$ cat src/imtc_pkg.sv
// package of register map, field positions, status codes and carriers
package imtc_pkg;
  // register byte offsets on the bus
  localparam logic [7:0] OFF_CONTROL = 8'h00;
  localparam logic [7:0] OFF_DATA = 8'h04;
  localparam logic [7:0] OFF_STATUS = 8'h08;
  localparam logic [7:0] OFF_DIVIDER = 8'h0c;
  // control register bit positions
  localparam int B_WAIT = 7;
  localparam int B_ACKEN = 6;
  localparam int B_START = 5;
  localparam int B_STOP = 4;
  localparam int B_WCOL = 3;
  localparam int B_EN = 2;
  localparam int B_RSVD = 1;
  localparam int B_IRQEN = 0;
  // status codes, prescaler bits at zero
  localparam logic [7:0] ST_START = 8'h08;
  localparam logic [7:0] ST_RSTART = 8'h10;
  localparam logic [7:0] ST_AW_ACK = 8'h18;
  localparam logic [7:0] ST_AW_NACK = 8'h20;
  localparam logic [7:0] ST_D_ACK = 8'h28;
  localparam logic [7:0] ST_D_NACK = 8'h30;
  localparam logic [7:0] ST_AR_ACK = 8'h40;
  localparam logic [7:0] ST_AR_NACK = 8'h48;
  localparam logic [7:0] ST_IDLE = 8'hf8;
  localparam logic [7:0] STATUS_MASK = 8'hf8;
  localparam logic [7:0] CTRL_RESET = 8'h00;
  localparam logic [7:0] DATA_RESET = 8'hff;
  localparam logic [7:0] DIV_RESET = 8'h7c;
  localparam logic [3:0] BITS_PER_BYTE = 4'h8;
  // byte engine commands
  typedef enum logic [1:0] {CMD_START, CMD_BYTE, CMD_STOP} imtc_cmd_t;
  typedef struct packed {
    logic valid;
    imtc_cmd_t cmd;
    logic [7:0] data;
  } imtc_req_t;
  typedef struct packed {
    logic done;
    logic ack;
  } imtc_rsp_t;
endpackage : imtc_pkg

$ cat src/imtc_bit_engine.sv
// bit-level line engine: start, byte plus ack, stop on scl/sda
`timescale 1ns/1ps
module imtc_bit_engine (
  // clock and reset
  input wire logic hclk,
  input wire logic hresetn,
  // quarter-bit enable and request/answer
  input wire logic tick,
  input wire imtc_pkg::imtc_req_t req,
  output imtc_pkg::imtc_rsp_t rsp,
  // synchronised line levels
  input wire logic scl_in,
  input wire logic sda_in,
  // open-drain drives, enable high pulls low
  output logic scl_oe,
  output logic sda_oe,
  output logic [7:0] rx_byte
);
  typedef enum logic [2:0] {E_IDLE, E_START, E_BIT, E_ACK, E_STOP}
    imtc_eng_t;
  imtc_eng_t state;
  logic [1:0] phase;
  logic [3:0] nbit;
  logic [7:0] sh;
  logic last_phase;
  assign last_phase = tick && phase == 2'h3;
  // four ticks per bit; scl held low after a start or a byte, released after a stop
  always_ff @(posedge hclk or negedge hresetn) begin
    if (!hresetn) begin
      state <= E_IDLE;
      phase <= 2'h0;
      nbit <= 4'h0;
      sh <= 8'h00;
      scl_oe <= 1'b0;
      sda_oe <= 1'b0;
      rsp <= '0;
      rx_byte <= 8'h00;
    end else begin
      rsp.done <= 1'b0;
      if (tick && state != E_IDLE) phase <= phase + 2'h1;
      case (state)
        E_IDLE: begin
          phase <= 2'h0;
          if (req.valid) begin
            case (req.cmd)
              imtc_pkg::CMD_START: state <= E_START;
              imtc_pkg::CMD_BYTE: begin
                state <= E_BIT;
                sh <= req.data;
                nbit <= 4'h0;
              end
              default: state <= E_STOP;
            endcase
          end
        end
        E_START: begin
          // sda released, scl released, sda falls, scl falls
          if (tick) begin
            case (phase)
              2'h0: sda_oe <= 1'b0;
              2'h1: scl_oe <= 1'b0;
              2'h2: sda_oe <= 1'b1;
              default: scl_oe <= 1'b1;
            endcase
          end
          if (last_phase) begin
            state <= E_IDLE;
            rsp <= '{done: 1'b1, ack: 1'b0};
          end
        end
        E_BIT: begin
          if (tick) begin
            case (phase)
              2'h0: sda_oe <= ~sh[7];
              2'h1: scl_oe <= 1'b0;
              2'h2: rx_byte <= {rx_byte[6:0], sda_in};
              default: scl_oe <= 1'b1;
            endcase
          end
          if (last_phase) begin
            sh <= {sh[6:0], 1'b0};
            nbit <= nbit + 4'h1;
            if (nbit == imtc_pkg::BITS_PER_BYTE - 4'h1) state <= E_ACK;
          end
        end
        E_ACK: begin
          if (tick) begin
            case (phase)
              2'h0: sda_oe <= 1'b0;
              2'h1: scl_oe <= 1'b0;
              2'h2: rsp.ack <= ~sda_in;
              default: scl_oe <= 1'b1;
            endcase
          end
          if (last_phase) begin
            state <= E_IDLE;
            rsp.done <= 1'b1;
          end
        end
        E_STOP: begin
          // sda low, scl released, sda released
          if (tick) begin
            case (phase)
              2'h0: sda_oe <= 1'b1;
              2'h1: scl_oe <= 1'b0;
              2'h2: sda_oe <= 1'b0;
              default: sda_oe <= 1'b0;
            endcase
          end
          if (last_phase) begin
            state <= E_IDLE;
            rsp.done <= 1'b1;
          end
        end
        default: state <= E_IDLE;
      endcase
    end
  end
endmodule : imtc_bit_engine

$ cat src/imtc_top.sv
// two-wire master transmitter control block with ahb-lite registers
//
// Notes on behaviour
// - four modes exist; only master paths built
// - no mode refused by hardware itself
// - start condition precedes any master mode
// - address write bit selects transmit mode
// - read bit high, write bit low
// - ack low, nack high; bytes 8 bits
// - wait flag set holds transfer suspended
// - status low three bits read zero
// - wait, start, enable set sends start
// - enable clear means no bus activity
// - writing one clears wait flag
// - start waits until bus is free
// - wait flag set after start sent
// - flag set after address ack sampled
// - flag and status after data ack
// - start done reports code 08
// - wait, stop, enable set sends stop
// - no wait flag after stop
// - data write while flag low collides
//
// The AHB-Lite slave port and the register addresses were left to the implementer.
`timescale 1ns/1ps
module imtc_top #(
  parameter logic [7:0] DIV_DEFAULT = imtc_pkg::DIV_RESET
) (
  // ahb-lite clock and reset
  input wire logic hclk,
  input wire logic hresetn,
  // ahb-lite slave
  input wire logic hsel,
  input wire logic [31:0] haddr,
  input wire logic [1:0] htrans,
  input wire logic hwrite,
  input wire logic [2:0] hsize,
  input wire logic [31:0] hwdata,
  input wire logic hready,
  output logic [31:0] hrdata,
  output logic hreadyout,
  output logic hresp,
  // two-wire bus pins, oe high pulls the line low
  input wire logic scl_in,
  output logic scl_out,
  output logic scl_oe,
  input wire logic sda_in,
  output logic sda_out,
  output logic sda_oe
);
  typedef enum logic [2:0] {M_IDLE, M_WAITBUS, M_RUN, M_HOLD, M_STOP}
    imtc_mst_t;

  // control bits, one flop each
  logic wait_flag;
  logic ack_enable;
  logic start_request;
  logic stop_request;
  logic write_collision_flag;
  logic iface_en;
  logic iface_irq_enable;
  // data, status and bit-rate registers
  logic [7:0] shift_data_reg;
  logic [7:0] serial_status;
  logic [7:0] divider;
  logic [7:0] div_cnt;
  logic tick;
  // sequencer state
  imtc_mst_t mstate;
  logic addr_phase;
  logic read_mode;
  logic first_byte;
  logic mstate_own;
  // request to and answer from the bit engine
  imtc_pkg::imtc_req_t req;
  imtc_pkg::imtc_rsp_t rsp;
  logic eng_scl_oe;
  logic eng_sda_oe;
  logic [7:0] rx_byte;

  // status posted once a byte is out and its answer bit is in
  function automatic logic [7:0] byte_status(input logic addr,
      input logic rd, input logic ack);
    logic [7:0] code;
    if (addr && rd) begin
      code = ack ? imtc_pkg::ST_AR_ACK : imtc_pkg::ST_AR_NACK;
    end else if (addr) begin
      code = ack ? imtc_pkg::ST_AW_ACK : imtc_pkg::ST_AW_NACK;
    end else begin
      code = ack ? imtc_pkg::ST_D_ACK : imtc_pkg::ST_D_NACK;
    end
    return code;
  endfunction : byte_status

  // read words carry one byte, upper bits zero
  function automatic logic [31:0] rd_word(input logic [7:0] v);
    return {24'h000000, v};
  endfunction : rd_word

  // two-flop synchronisers on the pins; only the second flop is read
  logic scl_m;
  logic scl_s;
  logic sda_m;
  logic sda_s;
  logic sda_prev;
  logic bus_busy;
  always_ff @(posedge hclk or negedge hresetn) begin
    if (!hresetn) begin
      scl_m <= 1'b1;
      scl_s <= 1'b1;
      sda_m <= 1'b1;
      sda_s <= 1'b1;
    end else begin
      scl_m <= scl_in;
      scl_s <= scl_m;
      sda_m <= sda_in;
      sda_s <= sda_m;
    end
  end

  // bus busy from any observed start/stop, our own included
  wire start_seen = scl_s && sda_prev && !sda_s;
  wire stop_seen = scl_s && !sda_prev && sda_s;
  always_ff @(posedge hclk or negedge hresetn) begin
    if (!hresetn) begin
      sda_prev <= 1'b1;
      bus_busy <= 1'b0;
    end else begin
      sda_prev <= sda_s;
      if (!iface_en) bus_busy <= 1'b0;
      else if (start_seen) bus_busy <= 1'b1;
      else if (stop_seen) bus_busy <= 1'b0;
    end
  end

  // quarter-bit enable divider; held at zero while disabled
  always_ff @(posedge hclk or negedge hresetn) begin
    if (!hresetn) begin
      div_cnt <= 8'h00;
    end else if (!iface_en || div_cnt == divider) begin
      div_cnt <= 8'h00;
    end else begin
      div_cnt <= div_cnt + 8'h01;
    end
  end
  assign tick = iface_en && div_cnt == divider;

  // ahb address phase capture
  logic dp_write;
  logic dp_read;
  logic [7:0] dp_addr;
  wire ap_valid = hsel && hready && htrans[1];
  always_ff @(posedge hclk or negedge hresetn) begin
    if (!hresetn) begin
      dp_write <= 1'b0;
      dp_read <= 1'b0;
      dp_addr <= 8'h00;
    end else begin
      dp_write <= ap_valid && hwrite;
      dp_read <= ap_valid && !hwrite;
      if (ap_valid) dp_addr <= haddr[7:0];
    end
  end
  // no wait states and never an error response
  assign hreadyout = 1'b1;
  assign hresp = 1'b0;

  // decoded write strobes, data in the data phase
  wire wr_ctrl = dp_write && dp_addr == imtc_pkg::OFF_CONTROL;
  wire wr_data = dp_write && dp_addr == imtc_pkg::OFF_DATA;
  wire wr_div = dp_write && dp_addr == imtc_pkg::OFF_DIVIDER;
  wire [7:0] wb = hwdata[7:0];
  wire clr_wait = wr_ctrl && wb[imtc_pkg::B_WAIT];

  // control word assembled by field position; reserved bit reads zero
  logic [7:0] ctrl_rd;
  assign ctrl_rd[imtc_pkg::B_WAIT] = wait_flag;
  assign ctrl_rd[imtc_pkg::B_ACKEN] = ack_enable;
  assign ctrl_rd[imtc_pkg::B_START] = start_request;
  assign ctrl_rd[imtc_pkg::B_STOP] = stop_request;
  assign ctrl_rd[imtc_pkg::B_WCOL] = write_collision_flag;
  assign ctrl_rd[imtc_pkg::B_EN] = iface_en;
  assign ctrl_rd[imtc_pkg::B_RSVD] = 1'b0;
  assign ctrl_rd[imtc_pkg::B_IRQEN] = iface_irq_enable;
  // prescaler bits always read as zero
  wire [7:0] status_masked = serial_status & imtc_pkg::STATUS_MASK;

  // read mux, combinational from the captured address
  always_comb begin
    case (dp_addr)
      imtc_pkg::OFF_CONTROL: hrdata = rd_word(ctrl_rd);
      imtc_pkg::OFF_DATA: hrdata = rd_word(shift_data_reg);
      imtc_pkg::OFF_STATUS: hrdata = rd_word(status_masked);
      imtc_pkg::OFF_DIVIDER: hrdata = rd_word(divider);
      default: hrdata = 32'h00000000;
    endcase
    if (!dp_read) hrdata = 32'h00000000;
  end

  // engine done, and the event that sets the wait flag
  wire eng_done = rsp.done;
  wire set_wait = eng_done && mstate == M_RUN && req.cmd != imtc_pkg::CMD_STOP;

  // control bit store; hardware set beats software clear
  always_ff @(posedge hclk or negedge hresetn) begin
    if (!hresetn) begin
      wait_flag <= imtc_pkg::CTRL_RESET[imtc_pkg::B_WAIT];
      ack_enable <= imtc_pkg::CTRL_RESET[imtc_pkg::B_ACKEN];
      start_request <= imtc_pkg::CTRL_RESET[imtc_pkg::B_START];
      stop_request <= imtc_pkg::CTRL_RESET[imtc_pkg::B_STOP];
      iface_en <= imtc_pkg::CTRL_RESET[imtc_pkg::B_EN];
      iface_irq_enable <= imtc_pkg::CTRL_RESET[imtc_pkg::B_IRQEN];
      write_collision_flag <= 1'b0;
      divider <= DIV_DEFAULT;
    end else begin
      if (wr_ctrl) begin
        ack_enable <= wb[imtc_pkg::B_ACKEN];
        start_request <= wb[imtc_pkg::B_START];
        stop_request <= wb[imtc_pkg::B_STOP];
        iface_en <= wb[imtc_pkg::B_EN];
        iface_irq_enable <= wb[imtc_pkg::B_IRQEN];
      end
      if (set_wait) wait_flag <= 1'b1;
      else if (clr_wait) wait_flag <= 1'b0;
      // stop request self-clears once the stop is on the wire
      if (eng_done && req.cmd == imtc_pkg::CMD_STOP) stop_request <= 1'b0;
      if (wr_data && !wait_flag) write_collision_flag <= 1'b1;
      else if (wr_data) write_collision_flag <= 1'b0;
      if (wr_div) divider <= wb;
    end
  end

  // data register: bus writes land only while the flag is high; in read mode a received byte loads when its ack is done
  always_ff @(posedge hclk or negedge hresetn) begin
    if (!hresetn) begin
      shift_data_reg <= imtc_pkg::DATA_RESET;
    end else if (wr_data && wait_flag) begin
      shift_data_reg <= wb;
    end else if (eng_done && read_mode && !addr_phase) begin
      shift_data_reg <= rx_byte;
    end
  end

  // released control write: flag cleared with enable set
  wire go = clr_wait && wb[imtc_pkg::B_EN] && !wb[imtc_pkg::B_RSVD];
  wire go_start = go && wb[imtc_pkg::B_START];
  wire go_stop = go && wb[imtc_pkg::B_STOP] && !wb[imtc_pkg::B_START];

  // enable as it stands after this cycle's control write, so a start
  // written together with the enable bit is not lost
  wire en_now = wr_ctrl ? wb[imtc_pkg::B_EN] : iface_en;

  // transfer sequencer above the bit engine
  always_ff @(posedge hclk or negedge hresetn) begin
    if (!hresetn) begin
      mstate <= M_IDLE;
      req <= '{valid: 1'b0, cmd: imtc_pkg::CMD_START, data: 8'h00};
      serial_status <= imtc_pkg::ST_IDLE;
      addr_phase <= 1'b0;
      read_mode <= 1'b0;
      first_byte <= 1'b1;
    end else begin
      req.valid <= 1'b0;
      if (clr_wait) serial_status <= imtc_pkg::ST_IDLE;
      if (!en_now) begin
        mstate <= M_IDLE;
        first_byte <= 1'b1;
      end else begin
        case (mstate)
          M_IDLE, M_HOLD: begin
            // the engine sleeps until the flag is cleared
            if (go_stop) begin
              mstate <= M_STOP;
              req <= '{valid: 1'b1, cmd: imtc_pkg::CMD_STOP, data: 8'h00};
            end else if (go_start) begin
              mstate <= M_WAITBUS;
            end else if (go && mstate == M_HOLD) begin
              mstate <= M_RUN;
              req <= '{valid: 1'b1, cmd: imtc_pkg::CMD_BYTE,
                data: shift_data_reg};
            end
          end
          M_WAITBUS: begin
            // our own start marks the bus busy; a repeated start skips it
            if (!bus_busy || mstate_own) begin
              mstate <= M_RUN;
              req <= '{valid: 1'b1, cmd: imtc_pkg::CMD_START, data: 8'h00};
            end
          end
          M_RUN: begin
            if (eng_done) begin
              mstate <= M_HOLD;
              case (req.cmd)
                imtc_pkg::CMD_START: begin
                  serial_status <= first_byte ? imtc_pkg::ST_START
                    : imtc_pkg::ST_RSTART;
                  addr_phase <= 1'b1;
                  first_byte <= 1'b0;
                end
                default: begin
                  // address byte: its low bit picks the direction
                  if (addr_phase) read_mode <= req.data[0];
                  serial_status <= byte_status(addr_phase,
                    req.data[0], rsp.ack);
                  addr_phase <= 1'b0;
                end
              endcase
            end
          end
          M_STOP: begin
            if (eng_done) begin
              mstate <= M_IDLE;
              first_byte <= 1'b1;
              // a start bit written while the stop is still running follows it
              if (start_request) mstate <= M_WAITBUS;
            end
          end
          default: mstate <= M_IDLE;
        endcase
      end
    end
  end

  // own transfer in flight means the busy detector sees ourselves
  assign mstate_own = !first_byte;

  imtc_bit_engine u_engine (
    .hclk(hclk),
    .hresetn(hresetn),
    .tick(tick),
    .req(req),
    .rsp(rsp),
    .scl_in(scl_s),
    .sda_in(sda_s),
    .scl_oe(eng_scl_oe),
    .sda_oe(eng_sda_oe),
    .rx_byte(rx_byte)
  );

  // pins: engine holds scl low during the wait, only while enabled
  assign scl_oe = iface_en && eng_scl_oe;
  assign sda_oe = iface_en && eng_sda_oe;
  assign scl_out = 1'b0;
  assign sda_out = 1'b0;
endmodule : imtc_top

$ cat config.mk
export PLATFORM = sky130hd
export DESIGN_NAME = imtc_top
export DESIGN_NICKNAME = d
export VERILOG_FILES = /design/src/imtc_pkg.sv /design/src/imtc_bit_engine.sv /design/src/imtc_top.sv
export SDC_FILE = /design/constraint.sdc
export NUM_CORES = 1
export LEC_CHECK = 0
export ABC_CLOCK_PERIOD_IN_PS = 4900
export BUFFER_PORTS_ARGS = -buffer_cell sky130_fd_sc_hd__buf_4
export CAP_MARGIN = 0
export CORE_MARGIN = 5
export CORE_UTILIZATION = 50
export CTS_BUF_LIST = sky130_fd_sc_hd__clkbuf_8
export CTS_CLUSTER_DIAMETER = 100
export DETAILED_ROUTE_END_ITERATION = 7
export GPL_TIMING_DRIVEN = 0
export PLACE_DENSITY = 0.82
export REMOVE_ABC_BUFFERS = 1
export SYNTH_ARGS = -nofsm -noshare
export SYNTH_HDL_FRONTEND = slang
export SYNTH_SLANG_ARGS = --single-unit
$ cat constraint.sdc
create_clock -name hclk -period 4.9 [get_ports hclk]
set_clock_uncertainty 0.2 [all_clocks]
set_input_delay 1.225 -clock hclk [delete_from_list [all_inputs] [get_ports hclk]]
set_output_delay 1.225 -clock hclk [all_outputs]
set_load 0.03 [all_outputs]
==> impl_metrics.tcl, run 1 <==
set metrics [dict create \
    ys.warnings.count 0 \
    drtIter0Drc 174 \
    path_class "flop to output pin" \
    drv_slew 0 \
    ys.flop_type "dfrtp_1" \
    nets 561 \
    cts_hold_buf 0 \
    postSynth.asyncResetShare_pct 100 \
    drt-total-wl_um 10800 \
    tightest_slew_ps 1200 \
    post_cts_buffers 0 \
    routed_via_density 5.77 \
    cts_tree "yes" \
    synth_area_um2 5030 \
    ios 114 \
    htree_levels 3 \
    synth_cell_types 56 \
    outcome "completed" \
    fillers 841 \
    crit_path_end_kind "output pin" \
    grt_pass1_vias 3563 \
    top_register "req" \
    cp_max_fo 14 \
    largest_register_ffs 11 \
    grt_use_met3_pct 4.83 \
    fmax_ghz 0.283 \
    drc 0 \
    timing.final.crit_share_pct 72.2 \
    grt_pass1_wl_um 17500 \
    final_antenna_net_count 0 \
    globalplace.congestion 0.845 \
    drive_above_1_share_pct 25.7 \
    die_w_um 110 \
    setup_tns_ps 0 \
    place_hpwl_um 7860 \
    seq_area_frac_synth_pct 49.4 \
    cp.required_ps 3470 \
    placed_cell_area_um2 5250 \
    clk_path_buf_depth 2 \
    leakage_nw 2.45 \
    busiest_layer "met2" \
    grt_max_degree 99 \
    max-cap-violations 0 \
    worstPathArrival_ps 2110 \
    ir_drop_v 0.000197 \
    rsz0062_at_grt "no" \
    r2r-end "u_engine.rx_byte[3]" \
    holdPathStages 0 \
    globalRouteMet1Util_pct 24.8 \
    synthesis.instances 455 \
    grtUsageMet2_pct 30.6 \
    cts_resized 0 \
    cts-root-buf "clkbuf_8" \
    hold_viol_final 0 \
    r2r_start "divider[3]" \
    fin_crit_ps 3540 \
    whs_ps 163 \
    die-area_um2 12200 \
    fp.dieH_um 110 \
    holdCritStartpoint "sda_m" \
    vias 3557 \
    synth_edf_count 0 \
    grt_antenna_before_repair 0 \
    synth_seq_cells 98 \
    numCtsBuffers 9 \
    portBuffers 33 \
    cts.sinks 98 \
    r2r_slack_ps 1720 \
    clkLatencyLatePin_ps 370 \
    row_count 36 \
    grtUsageTotal_pct 18.7 \
    diodes 0 \
    wire_per_inst_um 17.5 \
    finalSetupViolCount 0 \
    power.density_nw_per_um2 279 \
    initial_utilization_pct 51.4 \
    syn_avg_cell_area_um2 11.0 \
    post-route-cell-area_um2 5420 \
    core_um2 9770 \
    crit_start "dp_addr[2]" \
    min_to "sda_s" \
    dr.pass1.iters 4 \
    hold_path_class "flop to flop" \
    relSlewSlack_pct 19.9 \
    syn_to_final_growth_pct 7.79 \
    clk_pin_slew_worst_paths_ps 100 \
    r2r_cells 5 \
    cp-start-kind "flop" \
    grt_overflow_total 0 \
]
[cells in the mapped netlist, types with 7 or more instances]
| cell type | instances | area share [%] |
|---|---|---|
| o221a_2 | 7 | 1.6 |
| xnor2_1 | 11 | 1.9 |
| clkbuf_1 | 16 | 1.2 |
| o21ai_0 | 20 | 2.0 |
| nand3_1 | 19 | 1.9 |
| inv_1 | 15 | 1.1 |
| a22o_1 | 10 | 1.7 |
| dfrtp_1 | 74 | 37 |
| dfstp_2 | 24 | 13 |
| mux2i_1 | 22 | 4.4 |
| nand2_1 | 26 | 1.9 |
| a21oi_1 | 14 | 1.4 |
| nor2b_1 | 11 | 1.4 |
| nor3_1 | 8 | 0.80 |
| buf_4 | 28 | 4.2 |
| ha_1 | 7 | 1.7 |
| mux2_2 | 31 | 6.9 |
| nor2_1 | 28 | 2.1 |
| and3_1 | 8 | 1.0 |
[metrics by stage]
step	total power [mW]	util, %	std cells	setup slack [ps]
after global routing	1.58	55.4	616	1240
after detailed placement	1.05	53.7	600	1720
after global placement	1.04	53.7	600	1780
after CTS	1.52	55.4	616	1330
after floorplan	0.988	-	434	1690
final	1.51	55.4	616	1360
[cells by family (layout without fill, tap and decap cells)]
logic type | after synthesis | after routing | synth area share [%]
XOR/XNOR | 16 | 16 | 2.79
multiplexers | 58 | 58 | 13.6
adder cells (fa/ha/maj) | 7 | 7 | 1.74
AND/OR/NAND/NOR | 139 | 139 | 15.2
buffers and inverters | 62 | 64 | 6.90
flip-flops | 98 | 98 | 49.4
other | 2 | 28 | 0.149
AO/OA/AOI/OAI | 73 | 73 | 10.2
[routing by layer]
layer | routed length (µm) | vias to the layer above
met5 | 0 | -
met4 | 213 | 0
met3 | 688 | 18
met2 | 5280 | 129
met1 | 4610 | 1800
li1 | - | 1610
[power breakdown]
part           switching [mW]  total, mW  internal [mW]
clock                   0.289      0.475          0.186
combinational          0.0820      0.144         0.0621
sequential             0.0450      0.893          0.848
[worst max-delay path: stages (launching register included)]
cell     delay, ps
dfrtp_1        790
mux4_2         580
and3_1         210
buf_4          170
[how the worst max path moves through the flow]
stage,cells past startpoint,end
2_1_floorplan,4,hrdata[1]
3_3_place_gp,3,hrdata[6]
3_5_place_dp,5,u_engine.rx_byte[3]
4_1_cts,3,hrdata[6]
5_1_grt,3,hrdata[3]
6_report,3,hrdata[6]
[layout make-up]
class	instances	area, µm²	area share [%]
clock inverters	7	46.3	0.855
inverters	15	56.3	1.04
multi-input cells	321	2290	42.4
clock buffers	9	124	2.29
flip-flops and latches	98	2480	45.8
well taps	133	166	3.07
repair buffers	33	248	4.57
[cell usage in the layout, fill, tap and decap left out, drive strengths merged, types with 2 or more instances in the layout]
cell type  instances
nand3             19
or2                4
nor4               5
xor2               5
and3               9
a21boi             2
mux4               5
ha                 7
nand2             26
dfrtp             74
o221a              7
xnor2             11
conb              28
mux2i             22
o21ai             20
buf               33
clkbuf             9
nand4b             5
dfstp             24
nor3b              5
nor4b              2
a31oi              5
inv               20
a22o              10
a311oi             3
and2               3
nand2b             3
nor2              29
a21oi             14
nor3               9
nand4              4
a32o               2
nand3b             2
nor2b             11
a21o               2
mux2              31
Note: power is estimated with default switching activity, not from simulation.
==> run 2, diff against run 1 <==
--- a/config.mk
+++ b/config.mk
@@ -5,7 +5,7 @@
 export SDC_FILE = /design/constraint.sdc
 export NUM_CORES = 1
 export LEC_CHECK = 0
-export ABC_CLOCK_PERIOD_IN_PS = 4900
+export ABC_CLOCK_PERIOD_IN_PS = 3400
 export BUFFER_PORTS_ARGS = -buffer_cell sky130_fd_sc_hd__buf_4
 export CAP_MARGIN = 0
 export CORE_MARGIN = 5
==> constraint.sdc (replaced) <==
create_clock -name hclk -period 3.4 [get_ports hclk]
set_clock_uncertainty 0.2 [all_clocks]
set_input_delay 0.85 -clock hclk [delete_from_list [all_inputs] [get_ports hclk]]
set_output_delay 0.85 -clock hclk [all_outputs]
set_load 0.03 [all_outputs]
==> impl_metrics.tcl, run 2 (synthesis results as in run 1) <==
set metrics [dict create \
    outcome "completed" \
    cts.sinks 98 \
    whs_ps 163 \
    numCtsBuffers 9 \
    cp_num_buf_inv 1 \
    core_um2 9770 \
    r2r_slack_ps 290 \
    drv_slew 0 \
    worstPathArrival_ps 2110 \
    tightest_slew_ps 1240 \
    cts_resized 0 \
    cts_hold_buf 0 \
    ir_drop_v 0.000284 \
    finalSetupViolCount 0 \
    vias 3542 \
    critPathTopFamily "flip-flops" \
    drt-total-wl_um 10800 \
    fin_crit_ps 3160 \
    rsz0062_at_grt "no" \
    grt_max_degree 99 \
    top_register "req" \
    drive_above_1_share_pct 25.7 \
    diodes 0 \
    holdCritStartpoint "sda_m" \
    path_class "flop to output pin" \
    grt_pass1_wl_um 17500 \
    nets 561 \
    htree_levels 3 \
    ios 114 \
    critical_path.max_stage_delay_ps 790 \
    cts-root-buf "clkbuf_8" \
    globalplace.congestion 0.845 \
    crit_path_end_kind "output pin" \
    grt_pass1_vias 3563 \
    fillers 839 \
    final_antenna_net_count 0 \
    relSlewSlack_pct 17.0 \
    layout_common_cells "dfrtp_1, buf_4, mux2_2" \
    hold_viol_final 0 \
    slowest_stage "dfrtp_1" \
    portBuffers 33 \
    clk_path_buf_depth 2 \
    timing.final.crit_share_pct 93.1 \
    cp_max_fo 14 \
    cts_tree "yes" \
    grtUsageTotal_pct 18.7 \
    initial_utilization_pct 51.4 \
    grt_antenna_before_repair 0 \
    max-cap-violations 0 \
    largest_register_ffs 11 \
    leakage_nw 2.46 \
    r2r-end "u_engine.sh[2]" \
    wire_per_inst_um 17.5 \
    r2r_start "u_engine.state[2]" \
    drc 0 \
    utilization_pct 55.5 \
    die_w_um 110 \
    critical_path.cell_chain "mux4_2, and3_1, buf_4" \
    min_to "sda_s" \
    fp.dieH_um 110 \
    die-area_um2 12200 \
    grt_overflow_total 0 \
    place_hpwl_um 7860 \
    cp-start-kind "flop" \
    clk_pin_slew_worst_paths_ps 100 \
    layout_commonest_cell "dfrtp_1" \
    power.density_nw_per_um2 401 \
    routed_via_density 5.75 \
    row_count 36 \
    cp.required_ps 2350 \
    fmax_ghz 0.316 \
    drtIter0Drc 177 \
    hold_path_class "flop to flop" \
    syn_to_final_growth_pct 7.92 \
    post_cts_buffers 0 \
    holdPathStages 0 \
    r2r_cells 5 \
    clkLatencyLatePin_ps 370 \
    setup_tns_ps 0 \
    dr.pass1.iters 4 \
]
==> run 2: cell count changes in the layout (fill, tap and decap cells not counted) <==
cell	before	now
nor3_2	1	0
nor3_4	0	1
==> run 2: layer usage <==
metal  global-route usage, %  vias to the layer above  routed length (µm)
met5                       0                        -                   0
met4                    4.84                        0                 176
met3                    4.83                       16                 703
met2                    30.6                      119                5340
met1                    24.8                     1797                4560
li1                        -                     1610                   -
==> run 2: power breakdown <==
part,total [mW],leakage (nW),internal [mW],switching (mW)
clock network,0.679,0.0930,0.268,0.411
registers,1.29,1.26,1.22,0.0647
logic,0.208,1.11,0.0895,0.119
==> run 2: how the worst max path moves through the flow <==
| stage | start | end | slack [ps] | cells after the start |
|---|---|---|---|---|
| 3_5_place_dp | divider[3] | u_engine.rx_byte[3] | 220 | 5 |
| 3_3_place_gp | divider[3] | u_engine.rx_byte[6] | 330 | 5 |
| 5_1_grt | dp_addr[2] | hrdata[3] | 120 | 3 |
| 2_1_floorplan | dp_addr[5] | hrdata[1] | 560 | 4 |
| 6_report | dp_addr[2] | hrdata[6] | 240 | 3 |
| 4_1_cts | dp_addr[2] | hrdata[6] | 210 | 3 |
==> run 2: cell type report <==
| type | count | area [µm²] | area share [%] |
|---|---|---|---|
| sequential | 98 | 2480 | 45.8 |
| multi-input combinational | 321 | 2300 | 42.4 |
| timing repair buffer | 33 | 248 | 4.57 |
| tap | 133 | 166 | 3.07 |
| clock buffer | 9 | 124 | 2.28 |
| inverter | 15 | 56.3 | 1.04 |
| clock inverter | 7 | 46.3 | 0.854 |
==> run 2: per-stage QoR <==
stage,instances,worst slack [ps],instance area (µm²),power [mW]
after detailed placement,600,222,5250,1.52
final,616,235,5420,2.17
after global placement,600,329,5250,1.50
after global routing,616,116,5420,2.27
after CTS,616,206,5420,2.19
after floorplan,434,565,4830,1.42
==> run 2: worst reg2reg max path, stage by stage (launching register included) <==
cell and delay [ps]:
dfrtp_1 520, nor3b_1 1050, nand2_1 120, or4_1 580, nand2_1 310, o221a_2 260
==> run 3, diff against run 2 <==
--- a/config.mk
+++ b/config.mk
@@ -5,7 +5,7 @@
 export SDC_FILE = /design/constraint.sdc
 export NUM_CORES = 1
 export LEC_CHECK = 0
-export ABC_CLOCK_PERIOD_IN_PS = 3400
+export ABC_CLOCK_PERIOD_IN_PS = 3200
 export BUFFER_PORTS_ARGS = -buffer_cell sky130_fd_sc_hd__buf_4
 export CAP_MARGIN = 0
 export CORE_MARGIN = 5
==> constraint.sdc (replaced) <==
create_clock -name hclk -period 3.2 [get_ports hclk]
set_clock_uncertainty 0.2 [all_clocks]
set_input_delay 0.8 -clock hclk [delete_from_list [all_inputs] [get_ports hclk]]
set_output_delay 0.8 -clock hclk [all_outputs]
set_load 0.03 [all_outputs]
==> impl_metrics.tcl, run 3 (synthesis results as in run 1) <==
set metrics [dict create \
    post-route-cell-area_um2 5430 \
    diodes 0 \
    layout_commonest_cell "dfrtp_1" \
    post-place-ws_ps 21.7 \
    rsz0062_at_grt "no" \
    cts.sinks 98 \
    htree_levels 3 \
    core_um2 9770 \
    setup_tns_ps 0 \
    power.density_nw_per_um2 426 \
    grtUsageTotal_pct 18.7 \
    final_antenna_net_count 0 \
    routed_via_density 5.73 \
    tightest_slew_ps 1190 \
    fp.dieH_um 110 \
    worstPathArrival_ps 2030 \
    multi_input_area_um2 2310 \
    critical_path.cell_chain "nor4_4, and2_1, nand2_1, nor3b_1, buf_4" \
    clk_path_buf_depth 2 \
    wire_per_inst_um 17.5 \
    syn_to_final_growth_pct 8.04 \
    fin_crit_ps 3030 \
    r2r_cells 5 \
    top_register "req" \
    drtIter0Drc 209 \
    path_class "flop to output pin" \
    critical_path.max_stage_delay_ps 420 \
    numCtsBuffers 9 \
    drive_above_1_share_pct 26.1 \
    fin_cells 616 \
    hold_path_class "flop to flop" \
    placed_cell_area_um2 5250 \
    drc 0 \
    initial_utilization_pct 51.4 \
    place_hpwl_um 7860 \
    grt_antenna_before_repair 0 \
    crit_path_end_kind "output pin" \
    clkLatencyLatePin_ps 370 \
    grt_max_degree 99 \
    drt-total-wl_um 10800 \
    ir_drop_v 0.000302 \
    row_count 36 \
    cp_max_fo 8 \
    max-cap-violations 0 \
    place_inst 600 \
    nets 561 \
    holdPathStages 0 \
    grt_pass1_wl_um 17500 \
    hold_viol_final 0 \
    leakage_nw 2.46 \
    slowest_stage "dfrtp_1" \
    timing.final.crit_share_pct 94.7 \
    cts-root-buf "clkbuf_8" \
    finalSetupViolCount 0 \
    outcome "completed" \
    grt_pass1_vias 3563 \
    die-area_um2 12200 \
    layout_common_cells "dfrtp_1, buf_4, mux2_2" \
    largest_register_ffs 11 \
    clk_pin_slew_worst_paths_ps 100 \
    total_power_mw 2.31 \
    cp.required_ps 2200 \
    fmax_ghz 0.330 \
    portBuffers 33 \
    setup_ws_ps 171 \
    ios 114 \
    vias 3530 \
    relSlewSlack_pct 20.7 \
    fillers 837 \
    cp-start-kind "flop" \
    dr.pass1.iters 4 \
    globalplace.congestion 0.845 \
    cts_tree "yes" \
    r2r_slack_ps 350 \
    seqCellArea_um2 2480 \
    drv_slew 0 \
    die_w_um 110 \
    grt_overflow_total 0 \
]
[run 3: cell counts in the layout (fill, tap and decap cells not counted)]
Identical to the previous run, type by type.
[run 3: final timing paths]
check                            from                   to
max in group asynchronous     hresetn           dp_addr[2]
max reg2reg                divider[3]  u_engine.rx_byte[3]
max                        dp_addr[5]            hrdata[1]
min in group asynchronous     hresetn    u_engine.phase[1]
min                             sda_m                sda_s
min reg2reg                     sda_m                sda_s
[run 3: final cells by class]
type	count	area share (%)
Multi-Input combinational cell	321	42.5
Sequential cell	98	45.7
Tap cell	133	3.06
Clock buffer	9	2.28
Inverter	15	1.04
Clock inverter	7	0.853
Timing Repair Buffer	33	4.56
[run 3: timing repair]
item	CTS	global route
setup buffers	0	0
setup endpoints to repair	0	21
resized for setup	0	3
hold buffers	0	0
[run 3: routing by layer]
metal | global-route usage, % | vias to the layer above | part of all wire, %
li1 | - | 1617 | -
met1 | 24.8 | 1778 | 42
met2 | 30.6 | 118 | 49
met3 | 4.83 | 17 | 6.2
met4 | 4.84 | 0 | 2.2
met5 | 0 | - | 0
[run 3: power breakdown]
group          total (mW)  switching (mW)  internal (mW)
clock network       0.722           0.437          0.284
registers            1.37          0.0686           1.30
logic               0.221           0.126         0.0950
total                2.31           0.632           1.68
[run 3: through the flow]
stage | util (%) | hold WS, ps
floorplan | - | 145
global placement | 53.7 | 147
detailed placement | 53.7 | 151
CTS | 55.4 | 165
global route | 55.6 | 168
finish | 55.6 | 163
[run 3: worst max-delay path: cells and delay by family, from the launching register on]
kind          cells  cell delay, ps
simple gates      4            1030
flops             1             420
buf+inv           1             200
